## config.mk

```make
export PLATFORM = sky130hd
export DESIGN_NAME = uart_receive_buffer_status
export DESIGN_NICKNAME = d
export VERILOG_FILES = /design/src/shared/uart_rx_pkg.sv /design/src/rtl/rx_frame_buffer.sv /design/src/rtl/uart_receive_buffer_status.sv
export VERILOG_INCLUDE_DIRS = /design/src /design/src/shared
export SDC_FILE = /design/constraint.sdc
export NUM_CORES = 1
export LEC_CHECK = 0
export ABC_AREA = 1
export BUFFER_PORTS_ARGS = -buffer_cell sky130_fd_sc_hd__clkbuf_2
export CORE_ASPECT_RATIO = 0.75
export CORE_MARGIN = 5
export CORE_UTILIZATION = 39
export CTS_CLUSTER_SIZE = 8
export DETAILED_ROUTE_END_ITERATION = 6
export PLACE_DENSITY = 0.63
export RECOVER_POWER = 50
export SETUP_SLACK_MARGIN = 0.2
export SYNTH_ARGS = -nofsm -noshare
export SYNTH_HDL_FRONTEND = slang
export SYNTH_SLANG_ARGS = --single-unit
```

## constraint.sdc

```tcl
create_clock -name clock -period 4.5 [get_ports clock]
set_input_delay 0.45 -clock clock [delete_from_list [all_inputs] [get_ports clock]]
set_output_delay 0.45 -clock clock [all_outputs]
set_load 0.01 [all_outputs]
```

## src/shared/uart_rx_defines.svh

```systemverilog
`ifndef UART_RX_DEFINES_SVH
`define UART_RX_DEFINES_SVH

// Receive buffer depth in frames; pointer arithmetic assumes a power of two
`define RX_BUF_DEPTH 2'd2

// Oversampling per bit and first voting sample, normal and double speed
`define RX_SPB_NORMAL 5'h10
`define RX_SPB_DOUBLE 5'h08
`define RX_VOTE_NORMAL 5'h08
`define RX_VOTE_DOUBLE 5'h04

// Character size code that selects nine data bits
`define RX_CHAR_NINE 3'h7
// Fewest data bits, for codes 0 to 3
`define RX_CHAR_BASE 4'h5

// Reset values
`define RX_ENTRY_RESET 12'h000
`define RX_IDLE_LEVEL 1'h1

`endif

```

## src/shared/uart_rx_pkg.sv

```systemverilog
package uart_rx_pkg;

  typedef enum logic [2:0] {
    ST_IDLE,
    ST_START,
    ST_DATA,
    ST_PARITY,
    ST_STOP
  } rx_state_t;

  // One buffered frame with the status that travels with it
  typedef struct packed {
    logic perr;
    logic ovr;
    logic ferr;
    logic ninth;
    logic [7:0] data;
  } frame_entry_t;

  typedef struct packed {
    logic sync1;
    logic sync2;
    logic last_smp;
    rx_state_t state;
    logic [4:0] scnt;
    logic [1:0] votes;
    logic [3:0] bit_idx;
    logic [8:0] shift;
    logic pbit;
    logic par_en;
    frame_entry_t hold;
    logic hold_valid;
    logic ovr_pending;
    logic [1:0] count;
    logic rd_ptr;
    logic wr_ptr;
    logic complete;
    logic irq;
    logic pin_override;
  } rx_regs_t;

endpackage

```

## src/rtl/rx_frame_buffer.sv

```systemverilog
`timescale 1ns/1ns
module rx_frame_buffer #(
  parameter int WIDTH = 12,
  parameter int DEPTH = 2,
  parameter int AW = 1
) (
  input wire logic clock,
  input wire logic rst,
  input wire logic wr_en,
  input wire logic [AW-1:0] wr_addr,
  input wire logic [WIDTH-1:0] wr_data,
  input wire logic [AW-1:0] rd_addr,
  output logic [WIDTH-1:0] rd_data
);

  typedef struct packed {
    logic [DEPTH-1:0][WIDTH-1:0] mem;
    logic [WIDTH-1:0] rd;
  } buf_state_t;

  buf_state_t buf_reg;
  buf_state_t buf_next;

  ////////////////////////////////////////////////////////////////////////////
  // Read register sees a write in the same cycle, so the head is never stale
  always_comb begin
    buf_next = buf_reg;
    if (wr_en) begin
      buf_next.mem[wr_addr] = wr_data;
    end
    buf_next.rd = buf_next.mem[rd_addr];
  end

  always_ff @(posedge clock) begin
    if (rst) begin
      buf_reg <= '0;
    end else begin
      buf_reg <= buf_next;
    end
  end

  assign rd_data = buf_reg.rd;

endmodule

```

## src/rtl/uart_receive_buffer_status.sv

```systemverilog
`timescale 1ns/1ns
`include "uart_rx_defines.svh"

// Behaviour
// - Each data read pops the buffer; ninth bit and errors show next frame.
// - Receive-complete is one while any unread frame is buffered.
// - Clearing receiver enable flushes the buffer and clears receive-complete.
// - Interrupt requested while flag set, its enable set, global enable set.
// - Frame, overrun and parity errors are stored with their frame.
// - Software writes cannot change the three error flags.
// - Error flags never raise an interrupt.
// - Frame error is one when the first stop bit sampled low.
// - Only the first stop bit is checked, whatever the stop count.
// - Overrun when buffer full, frame waiting, and new start detected.
// - Overrun clears when a frame moves from shift register to buffer.
// - Parity checked only when enabled; type bit picks odd or even.
// - Parity computed over data, compared, mismatch stored with frame.
// - Parity error only if enabled at arrival; valid until data read.
// - Parity error reads the head frame's stored bit even while parity checking is disabled.
// - Disable is immediate, drops the frame, releases the input pin.
// - Sync to each start bit, then majority-filter every received bit.
// - Unused upper data bits read zero for short characters.
// - Frame transferred at first stop bit; second stop bit ignored.
// - Sixteen samples per bit normally, eight in double speed.
// - Start accepted on majority low of samples 8-10, or 4-6.
module uart_receive_buffer_status
  import uart_rx_pkg::*;
(
  input wire logic clock,
  input wire logic rst,
  input wire logic rxd_pin,
  input wire logic sample_en,
  input wire logic rx_enable_bit,
  input wire logic double_speed_bit,
  input wire logic [2:0] char_size_field,
  input wire logic parity_enable_bit,
  input wire logic parity_type_bit,
  input wire logic stop_bit_count_select,
  input wire logic rx_complete_irq_enable,
  input wire logic global_irq_enable,
  input wire logic data_read,
  output logic [7:0] rx_data,
  output logic rx_ninth_bit,
  output logic frame_error_flag,
  output logic overrun_flag,
  output logic parity_error_flag,
  output logic rx_complete_flag,
  output logic rx_irq,
  output logic rx_pin_override
);

  rx_regs_t rx_reg;
  rx_regs_t rx_next;
  logic buf_wr_en;
  frame_entry_t buf_wr_data;
  frame_entry_t head;
  logic pop;
  logic bit_val;
  logic [1:0] votes_now;
  logic [4:0] spb;
  logic [4:0] first_vote;
  logic [3:0] nbits;
  logic [1:0] cnt;

  // Entry width follows the struct, so a new status bit needs no edit here
  localparam int ENTRY_W = $bits(frame_entry_t);
  localparam int SLOTS = 2;
  localparam int PTR_W = 1;

  ////////////////////////////////////////////////////////////////////////////
  // Data bits in a character
  function automatic logic [3:0] char_bits(input logic [2:0] code);
    if (code == `RX_CHAR_NINE) begin
      char_bits = 4'h9;
    end else begin
      char_bits = `RX_CHAR_BASE + {2'h0, code[1:0]};
    end
  endfunction

  // Oversampling figures for the selected speed
  function automatic logic [4:0] samples_per_bit(input logic dbl);
    if (dbl) begin
      samples_per_bit = `RX_SPB_DOUBLE;
    end else begin
      samples_per_bit = `RX_SPB_NORMAL;
    end
  endfunction

  function automatic logic [4:0] first_vote_sample(input logic dbl);
    if (dbl) begin
      first_vote_sample = `RX_VOTE_DOUBLE;
    end else begin
      first_vote_sample = `RX_VOTE_NORMAL;
    end
  endfunction

  // Sample counter wraps to one at the end of each bit
  function automatic logic [4:0] next_sample(input logic [4:0] smp,
                                             input logic [4:0] per_bit);
    if (smp == per_bit) begin
      next_sample = 5'h01;
    end else begin
      next_sample = smp + 5'h01;
    end
  endfunction

  // One of the three centre samples of a bit
  function automatic logic in_vote_window(input logic [4:0] smp,
                                          input logic [4:0] first);
    return (smp >= first) && (smp <= first + 5'h02);
  endfunction

  // Last centre sample, where the bit is decided
  function automatic logic is_decision(input logic [4:0] smp,
                                       input logic [4:0] first);
    return smp == first + 5'h02;
  endfunction

  // Two of three high samples make a one; a short spike cannot win
  function automatic logic majority(input logic [1:0] highs);
    return highs >= 2'h2;
  endfunction

  // Room for the waiting frame once this cycle's pop is counted
  function automatic logic has_room(input logic [1:0] fill);
    return fill < `RX_BUF_DEPTH;
  endfunction

  // High when data and parity bit disagree with the chosen type
  function automatic logic parity_mismatch(input logic [8:0] bits,
                                           input logic pbit,
                                           input logic odd);
    return ^bits ^ pbit ^ odd;
  endfunction

  // Entry of a frame whose first stop bit has just been voted
  function automatic frame_entry_t make_entry(input logic [8:0] bits,
                                              input logic stop);
    frame_entry_t e;
    e = `RX_ENTRY_RESET;
    e.data = bits[7:0];
    e.ninth = bits[8];
    e.ferr = !stop;
    return e;
  endfunction

  ////////////////////////////////////////////////////////////////////////////
  always_comb begin
    rx_next = rx_reg;
    buf_wr_en = 1'b0;
    buf_wr_data = '0;
    pop = 1'b0;
    bit_val = 1'b0;
    votes_now = 2'h0;
    cnt = rx_reg.count;
    nbits = char_bits(char_size_field);
    spb = samples_per_bit(double_speed_bit);
    first_vote = first_vote_sample(double_speed_bit);
    // Second stage alone reads the first; logic reads only sync2
    rx_next.sync1 = rxd_pin;
    rx_next.sync2 = rx_reg.sync1;
    rx_next.pin_override = rx_enable_bit;
    if (!rx_enable_bit) begin
      // Immediate: the frame in flight and all buffered frames are lost
      rx_next.state = ST_IDLE;
      rx_next.scnt = 5'h00;
      rx_next.votes = 2'h0;
      rx_next.hold_valid = 1'b0;
      rx_next.ovr_pending = 1'b0;
      rx_next.last_smp = `RX_IDLE_LEVEL;
      cnt = 2'h0;
      rx_next.rd_ptr = 1'b0;
      rx_next.wr_ptr = 1'b0;
    end else begin
      // A read pops the head; the next frame and its status follow
      pop = data_read && (rx_reg.count != 2'h0);
      if (pop) begin
        cnt = cnt - 2'h1;
        rx_next.rd_ptr = rx_reg.rd_ptr + 1'b1;
      end
      // Waiting frame enters the buffer as soon as a slot is free
      if (rx_reg.hold_valid && has_room(cnt)) begin
        buf_wr_en = 1'b1;
        buf_wr_data = rx_reg.hold;
        buf_wr_data.ovr = rx_reg.ovr_pending;
        rx_next.ovr_pending = 1'b0;
        rx_next.hold_valid = 1'b0;
        rx_next.wr_ptr = rx_reg.wr_ptr + 1'b1;
        cnt = cnt + 2'h1;
      end
      if (sample_en) begin
        rx_next.last_smp = rx_reg.sync2;
        if (rx_reg.state == ST_IDLE) begin
          // Falling edge restarts the bit clock for every frame
          if (rx_reg.last_smp && !rx_reg.sync2) begin
            rx_next.state = ST_START;
            rx_next.scnt = 5'h02;
            rx_next.votes = 2'h0;
            // Full buffer plus waiting frame: that frame is lost
            if (rx_next.hold_valid) begin
              rx_next.ovr_pending = 1'b1;
              rx_next.hold_valid = 1'b0;
            end
          end
        end else begin
          rx_next.scnt = next_sample(rx_reg.scnt, spb);
          votes_now = rx_reg.votes;
          if (in_vote_window(rx_reg.scnt, first_vote) && rx_reg.sync2) begin
            votes_now = rx_reg.votes + 2'h1;
          end
          rx_next.votes = votes_now;
          if (is_decision(rx_reg.scnt, first_vote)) begin
            // Two of three centre samples decide the bit
            bit_val = majority(votes_now);
            rx_next.votes = 2'h0;
            case (rx_reg.state)
              ST_START: begin
                if (bit_val) begin
                  rx_next.state = ST_IDLE;
                end else begin
                  rx_next.state = ST_DATA;
                  rx_next.bit_idx = 4'h0;
                  rx_next.shift = 9'h000;
                end
              end
              ST_DATA: begin
                rx_next.shift[rx_reg.bit_idx] = bit_val;
                rx_next.bit_idx = rx_reg.bit_idx + 4'h1;
                if (rx_reg.bit_idx == nbits - 4'h1) begin
                  // Enable is latched per frame, so later changes leave it
                  rx_next.par_en = parity_enable_bit;
                  rx_next.state = ST_STOP;
                  if (parity_enable_bit) begin
                    rx_next.state = ST_PARITY;
                  end
                end
              end
              ST_PARITY: begin
                rx_next.pbit = bit_val;
                rx_next.state = ST_STOP;
              end
              ST_STOP: begin
                // First stop bit ends the frame; a second one is idle time
                rx_next.state = ST_IDLE;
                rx_next.hold = make_entry(rx_reg.shift, bit_val);
                // Even on type zero, odd on type one
                rx_next.hold.perr = rx_reg.par_en &
                  parity_mismatch(rx_reg.shift, rx_reg.pbit,
                  parity_type_bit);
                rx_next.par_en = 1'b0;
                rx_next.hold_valid = 1'b1;
              end
              default: begin
                rx_next.state = ST_IDLE;
              end
            endcase
          end
        end
      end
    end
    rx_next.count = cnt;
    rx_next.complete = cnt != 2'h0;
    // Only the complete flag feeds the request, never the error flags
    rx_next.irq = rx_complete_irq_enable & global_irq_enable &
      (cnt != 2'h0);
  end

  ////////////////////////////////////////////////////////////////////////////
  always_ff @(posedge clock) begin
    if (rst) begin
      rx_reg <= '0;
      rx_reg.sync1 <= `RX_IDLE_LEVEL;
      rx_reg.sync2 <= `RX_IDLE_LEVEL;
      rx_reg.last_smp <= `RX_IDLE_LEVEL;
      rx_reg.state <= ST_IDLE;
      rx_reg.hold <= `RX_ENTRY_RESET;
    end else begin
      rx_reg <= rx_next;
    end
  end

  ////////////////////////////////////////////////////////////////////////////
  // Status and data of a frame share one entry, so they change together
  rx_frame_buffer #(
    .WIDTH(ENTRY_W),
    .DEPTH(SLOTS),
    .AW(PTR_W)
  ) frame_buffer (
    .clock(clock),
    .rst(rst),
    .wr_en(buf_wr_en),
    .wr_addr(rx_reg.wr_ptr),
    .wr_data(buf_wr_data),
    .rd_addr(rx_next.rd_ptr),
    .rd_data(head)
  );

  // No write path to the flags exists, so software cannot alter them
  assign rx_data = head.data;
  assign rx_ninth_bit = head.ninth;
  assign frame_error_flag = head.ferr;
  assign overrun_flag = head.ovr;
  assign parity_error_flag = head.perr;
  assign rx_complete_flag = rx_reg.complete;
  assign rx_irq = rx_reg.irq;
  assign rx_pin_override = rx_reg.pin_override;

endmodule

```

==> impl_metrics.json, run 1 <==
{
  "status": "finished, violations left",
  "violations": "capacitance limit, slew limit",
  "cp_max_fo": 33,
  "period_share_pct": 62.64,
  "viasPerCell": 4.672,
  "clk_latency_ps": 330,
  "cp_cell_sequence": "clkbuf_1 -> inv_1 -> o21ai_0 -> nor2_1 -> o21ai_1 -> inv_1",
  "layout_commonest_cell": "nand2_1",
  "drt-total-wl_um": 8668,
  "die_h_um": 100.2,
  "routabilityCongestion": 0.7795,
  "grt_overflow": 0,
  "seq_area_um2": 1682,
  "io_pins": 30,
  "cp_slowest_cell": "clkbuf_1",
  "cts_buffers": 9,
  "cts_root_buffer": "clkbuf_16",
  "ir_drop_v": 0.0002094,
  "syn_nets": 627,
  "nFillCells": 1101,
  "max_slew_margin_pct": -10.02,
  "max_freq_mhz": 354.8,
  "grt_max_degree": 34,
  "rsz0062_at_grt": "no",
  "grt_pass1_vias": 3390,
  "std_cell_rows": 33,
  "die_area_um2": 13060,
  "cts_hold_buf": 0,
  "antennaDiodeCount": 0,
  "yosysTopAreaCell": "dfxtp_1",
  "crit_family": "buffers and inverters",
  "grt_util_all_layers_pct": 14.31,
  "syn_avg_cell_area_um2": 7.066,
  "syn-instance-count": 599,
  "worst_setup_path_end_kind": "flip-flop",
  "max_cap_viol_count": 1,
  "min_path_type": "in2reg",
  "syn2layout_area_growth_pct": 11.74,
  "dr.pass1.iters": 4,
  "skew_ps": 4.888,
  "synth-seq-cells": 84,
  "largest_reg_flops": 44,
  "worstPathRequired_ps": 4720,
  "fin_nets": 640,
  "synth-async-reset-ratio_pct": 0,
  "slew_violations": 34,
  "synth_flop_cell": "dfxtp_1",
  "initialDrtViolationCount": 228,
  "setup_viol": 0,
  "dpl_cell_area_um2": 4374,
  "final_cell_mix": "nand2_1 (138), inv_1 (98), nor2_1 (90), dfxtp_1 (84), nand3_1 (27)",
  "drive_above_1_share_pct": 7.455,
  "ant_nets": 0,
  "path_common_cell": "inv_1",
  "synthTopCellsByArea": "dfxtp_1 (40%), nand2_1 (12%), inv_1 (8.6%), nor2_1 (7.9%), ha_1 (3.8%)",
  "syn_area_um2": 4233,
  "clock_sinks": 84,
  "multi_input_area_um2": 1979,
  "crit_type": "in2reg",
  "whs_ps": 305.4,
  "start_util_pct": 39.28,
  "port_buffers": 28,
  "drc": 0,
  "post-route-min-period_ps": 2819,
  "clk_pin_slew_ps": 60,
  "critPathBufInv": 3,
  "core_um2": 10780,
  "yosysSeqAreaShare_pct": 39.73,
  "worst_slew_pin_slew_ps": 1650,
  "synth_edf_count": 0,
  "p_leak_nw": 2.311,
  "cts_max_level": 3,
  "cts_resized": 0,
  "power_mw": 1.772,
  "wl_per_cell_um": 11.45,
  "critPathArrivalTime_ps": 3040,
  "hold_viol_final": 0,
  "synth_top_area_share_pct": 39.73,
  "grt_first_pass_wirelength_um": 15260,
  "yosysWarnings": 0,
  "post-route-cell-area_um2": 4730,
  "cts_setup_buffers": 0,
  "clockBufferDepth": 2,
  "cts_tree": "yes",
  "antenna_found_initial": 0,
  "worst_setup_path_start_kind": "input pin",
  "die_w_um": 130.3,
  "dpl.hpwl_um": 6199,
  "fin_tns_setup_ps": 0,
  "synth_cell_types": 33,
  "power_density_nw_per_um2": 374.7,
  "vias": 3537,
  "slowest_delay_ps": 1160
}
==> Yosys cell counts (2+ instances only) <==
cell type	count
nand3_1	25
or2_2	5
o21ai_1	6
o21a_1	7
buf_4	10
a21oi_1	26
nand4_1	6
nor3_1	4
dfxtp_1	84
o21ai_0	23
nand2_2	2
nand3_4	3
nand3_2	3
buf_2	7
inv_2	3
xnor2_1	9
nor2_1	89
buf_6	4
nand2_1	137
a211oi_1	11
xor2_1	10
clkbuf_1	5
inv_1	97
ha_1	13
nor2_2	2
==> layout make-up <==
type                    count  share of cell area [%]
well taps                 140                   3.704
flip-flops and latches     84                   35.56
clock buffers              10                   5.053
clock inverters             6                   3.360
inverters                 100                   7.937
repair buffers             28                   2.540
multi-input cells         389                   41.85
==> cells by family after synthesis <==
logic type | count (synthesis) | share of synthesized area [%]
AO/OA/AOI/OAI | 75 | 10.05
XOR/XNOR | 19 | 3.931
adder cells (fa/ha/maj) | 13 | 3.843
buffers and inverters | 126 | 12.98
flip-flops | 84 | 39.73
AND/OR/NAND/NOR | 282 | 29.47
==> path summary, 6_finish.rpt <==
check | startpoint | endpoint | slack (ps) | depth (start not counted)
worst max-delay path | rst | frame_buffer.rd_data[0] | 1680 | 6
worst min-delay path | rxd_pin | rx_next[47] | 310 | 2
worst max register to register | rx_reg[5] | frame_buffer.rd_data[3] | 1760 | 12
worst min register to register | rx_next[47] | rx_reg[47] | 410 | 1
==> routing by layer <==
layer | GRT usage, % | wire [um] | up-vias
met5 | 0 | 0 | -
met4 | 4.233 | 33 | 0
met3 | 3.617 | 362 | 4
met2 | 22.54 | 3882 | 47
met1 | 19.40 | 4389 | 1624
li1 | - | - | 1862
==> where the power goes <==
part	internal [mW]	switching, mW	total [mW]
registers	0.746	0.00132	0.747
logic	0.0173	0.0392	0.0565
clock network	0.671	0.298	0.969
total	1.43	0.339	1.77
==> metrics by stage <==
| stage | utilization (%) | std cells | worst slack, ps |
|---|---|---|---|
| 3_3_place_gp | 40.59 | 741 | 2126 |
| 4_1_cts | 44.28 | 757 | 2281 |
| 5_1_grt | 43.89 | 757 | 1375 |
| 6_report | 43.89 | 757 | 1681 |
| 2_1_floorplan | - | 599 | 2643 |
| 3_5_place_dp | 40.59 | 741 | 2051 |
==> worst reg2reg max path, delay by kind of cell, from the launching register on <==
| kind | cells | cell delay, ps |
|---|---|---|
| and+or+nand+nor | 5 | 1130 |
| AOI/OAI and AO/OA | 2 | 620 |
| buffers and inverters | 4 | 370 |
| DFF | 1 | 340 |
| adders and majority gates | 1 | 180 |
Note: power is estimated with default switching activity, not from simulation.
==> run 2, diff against run 1 <==
--- a/config.mk
+++ b/config.mk
@@ -13,7 +13,7 @@
 export CORE_UTILIZATION = 39
 export CTS_CLUSTER_SIZE = 8
 export DETAILED_ROUTE_END_ITERATION = 6
-export PLACE_DENSITY = 0.63
+export PLACE_DENSITY = 0.65
 export RECOVER_POWER = 50
 export SETUP_SLACK_MARGIN = 0.2
 export SYNTH_ARGS = -nofsm -noshare
==> constraint.sdc (replaced) <==
create_clock -name clock -period 2.47 [get_ports clock]
set_input_delay 0.247 -clock clock [delete_from_list [all_inputs] [get_ports clock]]
set_output_delay 0.247 -clock clock [all_outputs]
set_load 0.01 [all_outputs]
==> run 2 against run 1 <==
Effect of this change: the flow now finishes without violations; global-route usage is 0.28 points higher; clock power is 41% higher; final cell count is 0.66% higher; critical path type is now reg2reg; largest cell class unchanged; largest power group unchanged.
==> impl_metrics.json, run 2 (synthesis gave the netlist of run 1 again) <==
{
  "period_share_pct": 87.21,
  "p_leak_nw": 2.265,
  "io_pins": 30,
  "clk_latency_ps": 340,
  "std_cell_rows": 33,
  "drc": 0,
  "grt_pass1_vias": 3533,
  "instances_no_fill": 762,
  "min_path_type": "in2reg",
  "cp_max_fo": 21,
  "cts_setup_buffers": 0,
  "dr.pass1.iters": 5,
  "cts_max_level": 3,
  "cts_root_buffer": "clkbuf_16",
  "die_w_um": 130.3,
  "drive_above_1_share_pct": 7.395,
  "max_cap_viol_count": 0,
  "slew_violations": 0,
  "wl_per_cell_um": 11.68,
  "ir_drop_v": 0.0003161,
  "worst_setup_path_start_kind": "flip-flop",
  "grt_max_degree": 27,
  "status": "completed",
  "routabilityCongestion": 0.7841,
  "max_slew_margin_pct": 49.65,
  "clockBufferDepth": 2,
  "grt_first_pass_wirelength_um": 15590,
  "die_h_um": 100.2,
  "largest_reg_flops": 44,
  "cts_resized": 0,
  "initialDrtViolationCount": 139,
  "cts_buffers": 9,
  "clock_sinks": 84,
  "clk_pin_slew_ps": 60,
  "critPathArrivalTime_ps": 2390,
  "cts_tree": "yes",
  "post-route-min-period_ps": 2154,
  "startpoint": "rx_reg[38]",
  "grt_util_all_layers_pct": 14.59,
  "max_freq_mhz": 464.2,
  "fin_tns_setup_ps": 0,
  "hold_viol_final": 0,
  "worst_slack_ps": 315.9,
  "die_area_um2": 13060,
  "worst_setup_path_end_kind": "flip-flop",
  "antenna_found_initial": 0,
  "worst_slew_pin_slew_ps": 754.5,
  "crit_type": "reg2reg",
  "dp_slack_ps": 335.5,
  "syn2layout_area_growth_pct": 10.08,
  "skew_ps": 4.919,
  "power_density_nw_per_um2": 608.3,
  "whs_ps": 100.4,
  "vias": 3581,
  "final_cell_mix": "nand2_1 (139), inv_1 (98), nor2_1 (90), dfxtp_1 (84), a21oi_1 (26)",
  "grt_overflow": 0,
  "ant_nets": 0,
  "min_from": "rxd_pin",
  "layout_commonest_cell": "nand2_1",
  "antennaDiodeCount": 0,
  "start_util_pct": 39.28,
  "cts_hold_buf": 0,
  "drt-total-wl_um": 8903,
  "rsz0062_at_grt": "yes",
  "nFillCells": 1087,
  "dpl.hpwl_um": 6421,
  "fin_nets": 645,
  "setup_viol": 0,
  "viasPerCell": 4.699,
  "worstPathRequired_ps": 2700,
  "port_buffers": 28,
  "reg2reg_from": "rx_reg[38]",
  "placed_cells": 746,
  "core_um2": 10780
}
[run 2: worst paths after layout]
check                                    to  slack, ps  depth (start not counted)
worst max-delay path             rx_reg[30]        320                         14
worst min-delay path            rx_next[47]        100                          2
worst max register to register   rx_reg[30]        320                         14
worst min register to register   rx_reg[47]        410                          1
[run 2: report_power, final]
part	switching [mW]	internal [mW]	total [mW]
registers	0.00245	1.36	1.36
clock network	0.529	0.841	1.37
logic	0.0705	0.0320	0.103
total	0.602	2.23	2.83
[run 2: layout make-up]
cell class | instances | area, um2 | area share (%)
inverters | 100 | 375.4 | 8.056
well taps | 140 | 175.2 | 3.759
clock buffers | 13 | 260.3 | 5.585
flip-flops and latches | 84 | 1682 | 36.09
multi-input cells | 389 | 1974 | 42.37
clock inverters | 3 | 43.79 | 0.9398
repair buffers | 33 | 148.9 | 3.195
[run 2: metrics by stage]
stage / utilization, % / cell area [um2] / total power, mW
2_1_floorplan: - / 4233 / 1.462
3_3_place_gp: 40.94 / 4412 / 1.493
3_5_place_dp: 40.94 / 4412 / 1.496
4_1_cts: 43.76 / 4716 / 2.873
5_1_grt: 43.24 / 4659 / 2.925
6_report: 43.24 / 4659 / 2.834
[run 2: critical path, stage by stage, from the launching register on]
cell	delay, ps
dfxtp_1	340
inv_1	140
ha_1	190
nand2_1	50
nand2_1	50
nand2_1	40
a21oi_1	320
nand2_1	180
nand2_1	110
nand3_2	100
nand3_2	80
buf_4	240
nand2_1	80
nand2_1	60
nor2_1	50
[run 2: metal layers]
metal | global-route usage (%) | up-vias | routed length, um
li1 | - | 1880 | -
met1 | 19.29 | 1635 | 4335
met2 | 23.48 | 50 | 4050
met3 | 3.777 | 16 | 378
met4 | 4.313 | 0 | 139
met5 | 0 | - | 0
==> run 3, diff against run 2 <==
--- a/config.mk
+++ b/config.mk
@@ -9,10 +9,11 @@
 export ABC_AREA = 1
 export BUFFER_PORTS_ARGS = -buffer_cell sky130_fd_sc_hd__clkbuf_2
 export CORE_ASPECT_RATIO = 0.75
-export CORE_MARGIN = 5
+export CORE_MARGIN = 8
 export CORE_UTILIZATION = 39
 export CTS_CLUSTER_SIZE = 8
 export DETAILED_ROUTE_END_ITERATION = 6
+export GPL_ROUTABILITY_DRIVEN = 0
 export PLACE_DENSITY = 0.65
 export RECOVER_POWER = 50
 export SETUP_SLACK_MARGIN = 0.2
==> run 3 against run 2 <==
Effect of this change: die area up 11%; total power is 2.7% lower; setup slack improved by 48 ps; register-to-register slack better by 50 ps; critical path type unchanged; via count grew 0.39%; flip-flop and latch count unchanged.
==> impl_metrics.json, run 3 (synthesis gave the netlist of run 1 again) <==
{
  "drc": 0,
  "vias": 3595,
  "clk_pin_slew_ps": 60,
  "drt-total-wl_um": 8977,
  "port_buffers": 28,
  "core_um2": 10740,
  "min_path_type": "in2reg",
  "drive_above_1_share_pct": 8.026,
  "cts_setup_buffers": 0,
  "ir_drop_v": 0.0003596,
  "final_cell_mix": "nand2_1 (139), inv_1 (100), nor2_1 (91), dfxtp_1 (84)",
  "wl_met1_um": 4393,
  "syn2layout_area_growth_pct": 10.43,
  "worst_slew_pin_slew_ps": 695.5,
  "start_util_pct": 39.43,
  "min_path_cells": 2,
  "worstPathRequired_ps": 2700,
  "period_share_pct": 85.27,
  "skew_ps": 5.005,
  "wl_per_cell_um": 11.77,
  "antennaDiodeCount": 0,
  "die_area_um2": 14480,
  "max_cap_viol_count": 0,
  "viasPerCell": 4.712,
  "critPathArrivalTime_ps": 2340,
  "grt_first_pass_wirelength_um": 15410,
  "wl_met3_um": 421,
  "status": "completed",
  "rr_worst_depth": 12,
  "p_leak_nw": 2.283,
  "die_h_um": 106.2,
  "hold_end": "rx_next[47]",
  "cts_resized": 0,
  "std_cell_rows": 33,
  "nFillCells": 1092,
  "setup_viol": 0,
  "clk_latency_ps": 340,
  "dpl_cell_area_um2": 4419,
  "largest_reg_flops": 44,
  "min_from": "rxd_pin",
  "multi_input_area_um2": 1991,
  "grt_pass1_vias": 3426,
  "cts_hold_buf": 0,
  "clockBufferDepth": 2,
  "rsz0062_at_grt": "no",
  "post-route-cell-area_um2": 4674,
  "hold_viol_final": 0,
  "dr.pass1.iters": 4,
  "cts_buffers": 9,
  "grt_util_all_layers_pct": 13.07,
  "cp_max_fo": 24,
  "post-route-min-period_ps": 2106,
  "r2r_end": "frame_buffer.rd_data[3]",
  "antenna_found_initial": 0,
  "initialDrtViolationCount": 222,
  "crit_type": "reg2reg",
  "cts_tree": "yes",
  "cts_max_level": 3,
  "power_density_nw_per_um2": 590.2,
  "seq_area_um2": 1682,
  "layout_commonest_cell": "nand2_1",
  "grt_max_degree": 25,
  "worst_setup_path_end_kind": "flip-flop",
  "worst_setup_path_start_kind": "flip-flop",
  "dpl.hpwl_um": 6476,
  "wl_met2_um": 4054,
  "io_pins": 30,
  "rrSetupSlack_ps": 360,
  "reg2reg_from": "rx_reg[5]",
  "fin_nets": 646,
  "max_freq_mhz": 474.8,
  "fin_tns_setup_ps": 0,
  "grt_overflow": 0,
  "dr.max_layer_used": "met4",
  "max_slew_margin_pct": 53.28,
  "ant_nets": 0,
  "die_w_um": 136.3,
  "cts_root_buffer": "clkbuf_16",
  "clock_sinks": 84,
  "slew_violations": 0
}
-- run 3: changes by cell type in the layout (fill, tap and decap cells not counted), sizes merged --
cell | before | now
clkbuf | 43 | 39
buf | 3 | 6
bufinv | 1 | 0
clkinvlp | 0 | 1
clkinv | 1 | 3
-- run 3: cell type report --
class                      instances  area share, %
clock buffer                      11          5.407
sequential                        84          35.97
timing repair buffer              34          3.506
tap                              140          3.747
inverter                         100          8.030
clock inverter                     5         0.7495
multi-input combinational        389          42.59
-- run 3: power breakdown --
part | switching [mW] | internal (mW)
clock network | 0.555 | 0.738
registers | 0.00221 | 1.36
logic | 0.0713 | 0.0333
total | 0.629 | 2.13
-- run 3: routing by layer --
metal	vias to the layer above	GRT usage (%)
met5	-	0
met4	0	4.535
met3	10	4.241
met2	67	20.78
met1	1642	16.31
li1	1876	-
-- run 3: through the flow --
step | power [mW] | setup WS (ps) | utilization, % | hold WS [ps] | std cells
3_3_place_gp | 1.494 | 425.3 | 41.17 | 400.4 | 747
6_report | 2.759 | 363.7 | 43.54 | 93.24 | 763
5_1_grt | 2.858 | 139.7 | 43.54 | 99.62 | 763
4_1_cts | 2.790 | 353.3 | 43.85 | 84.30 | 763
2_1_floorplan | 1.462 | 754.3 | - | 350.8 | 599
3_5_place_dp | 1.498 | 286.9 | 41.17 | 402.1 | 747
-- run 3: critical path, cell delays in order, from the launching register on --
cell and delay [ps]:
dfxtp_1 350, inv_1 50, ha_1 190, inv_1 50, nand2_1 90, nand2_1 110
nand3_2 150, inv_1 200, nand3_4 260, o21ai_0 320, nand2_1 70, o21ai_0 100
inv_1 50
-- run 3: how the worst max path moves through the flow --
stage	from	slack, ps	to	depth (start not counted)
2_1_floorplan	rx_reg[5]	750	frame_buffer.rd_data[6]	13
3_3_place_gp	double_speed_bit	430	rx_reg[22]	14
3_5_place_dp	double_speed_bit	290	rx_reg[23]	14
4_1_cts	rx_reg[38]	350	rx_reg[23]	13
5_1_grt	rx_reg[5]	140	frame_buffer.rd_data[10]	12
6_report	rx_reg[5]	360	frame_buffer.rd_data[3]	12
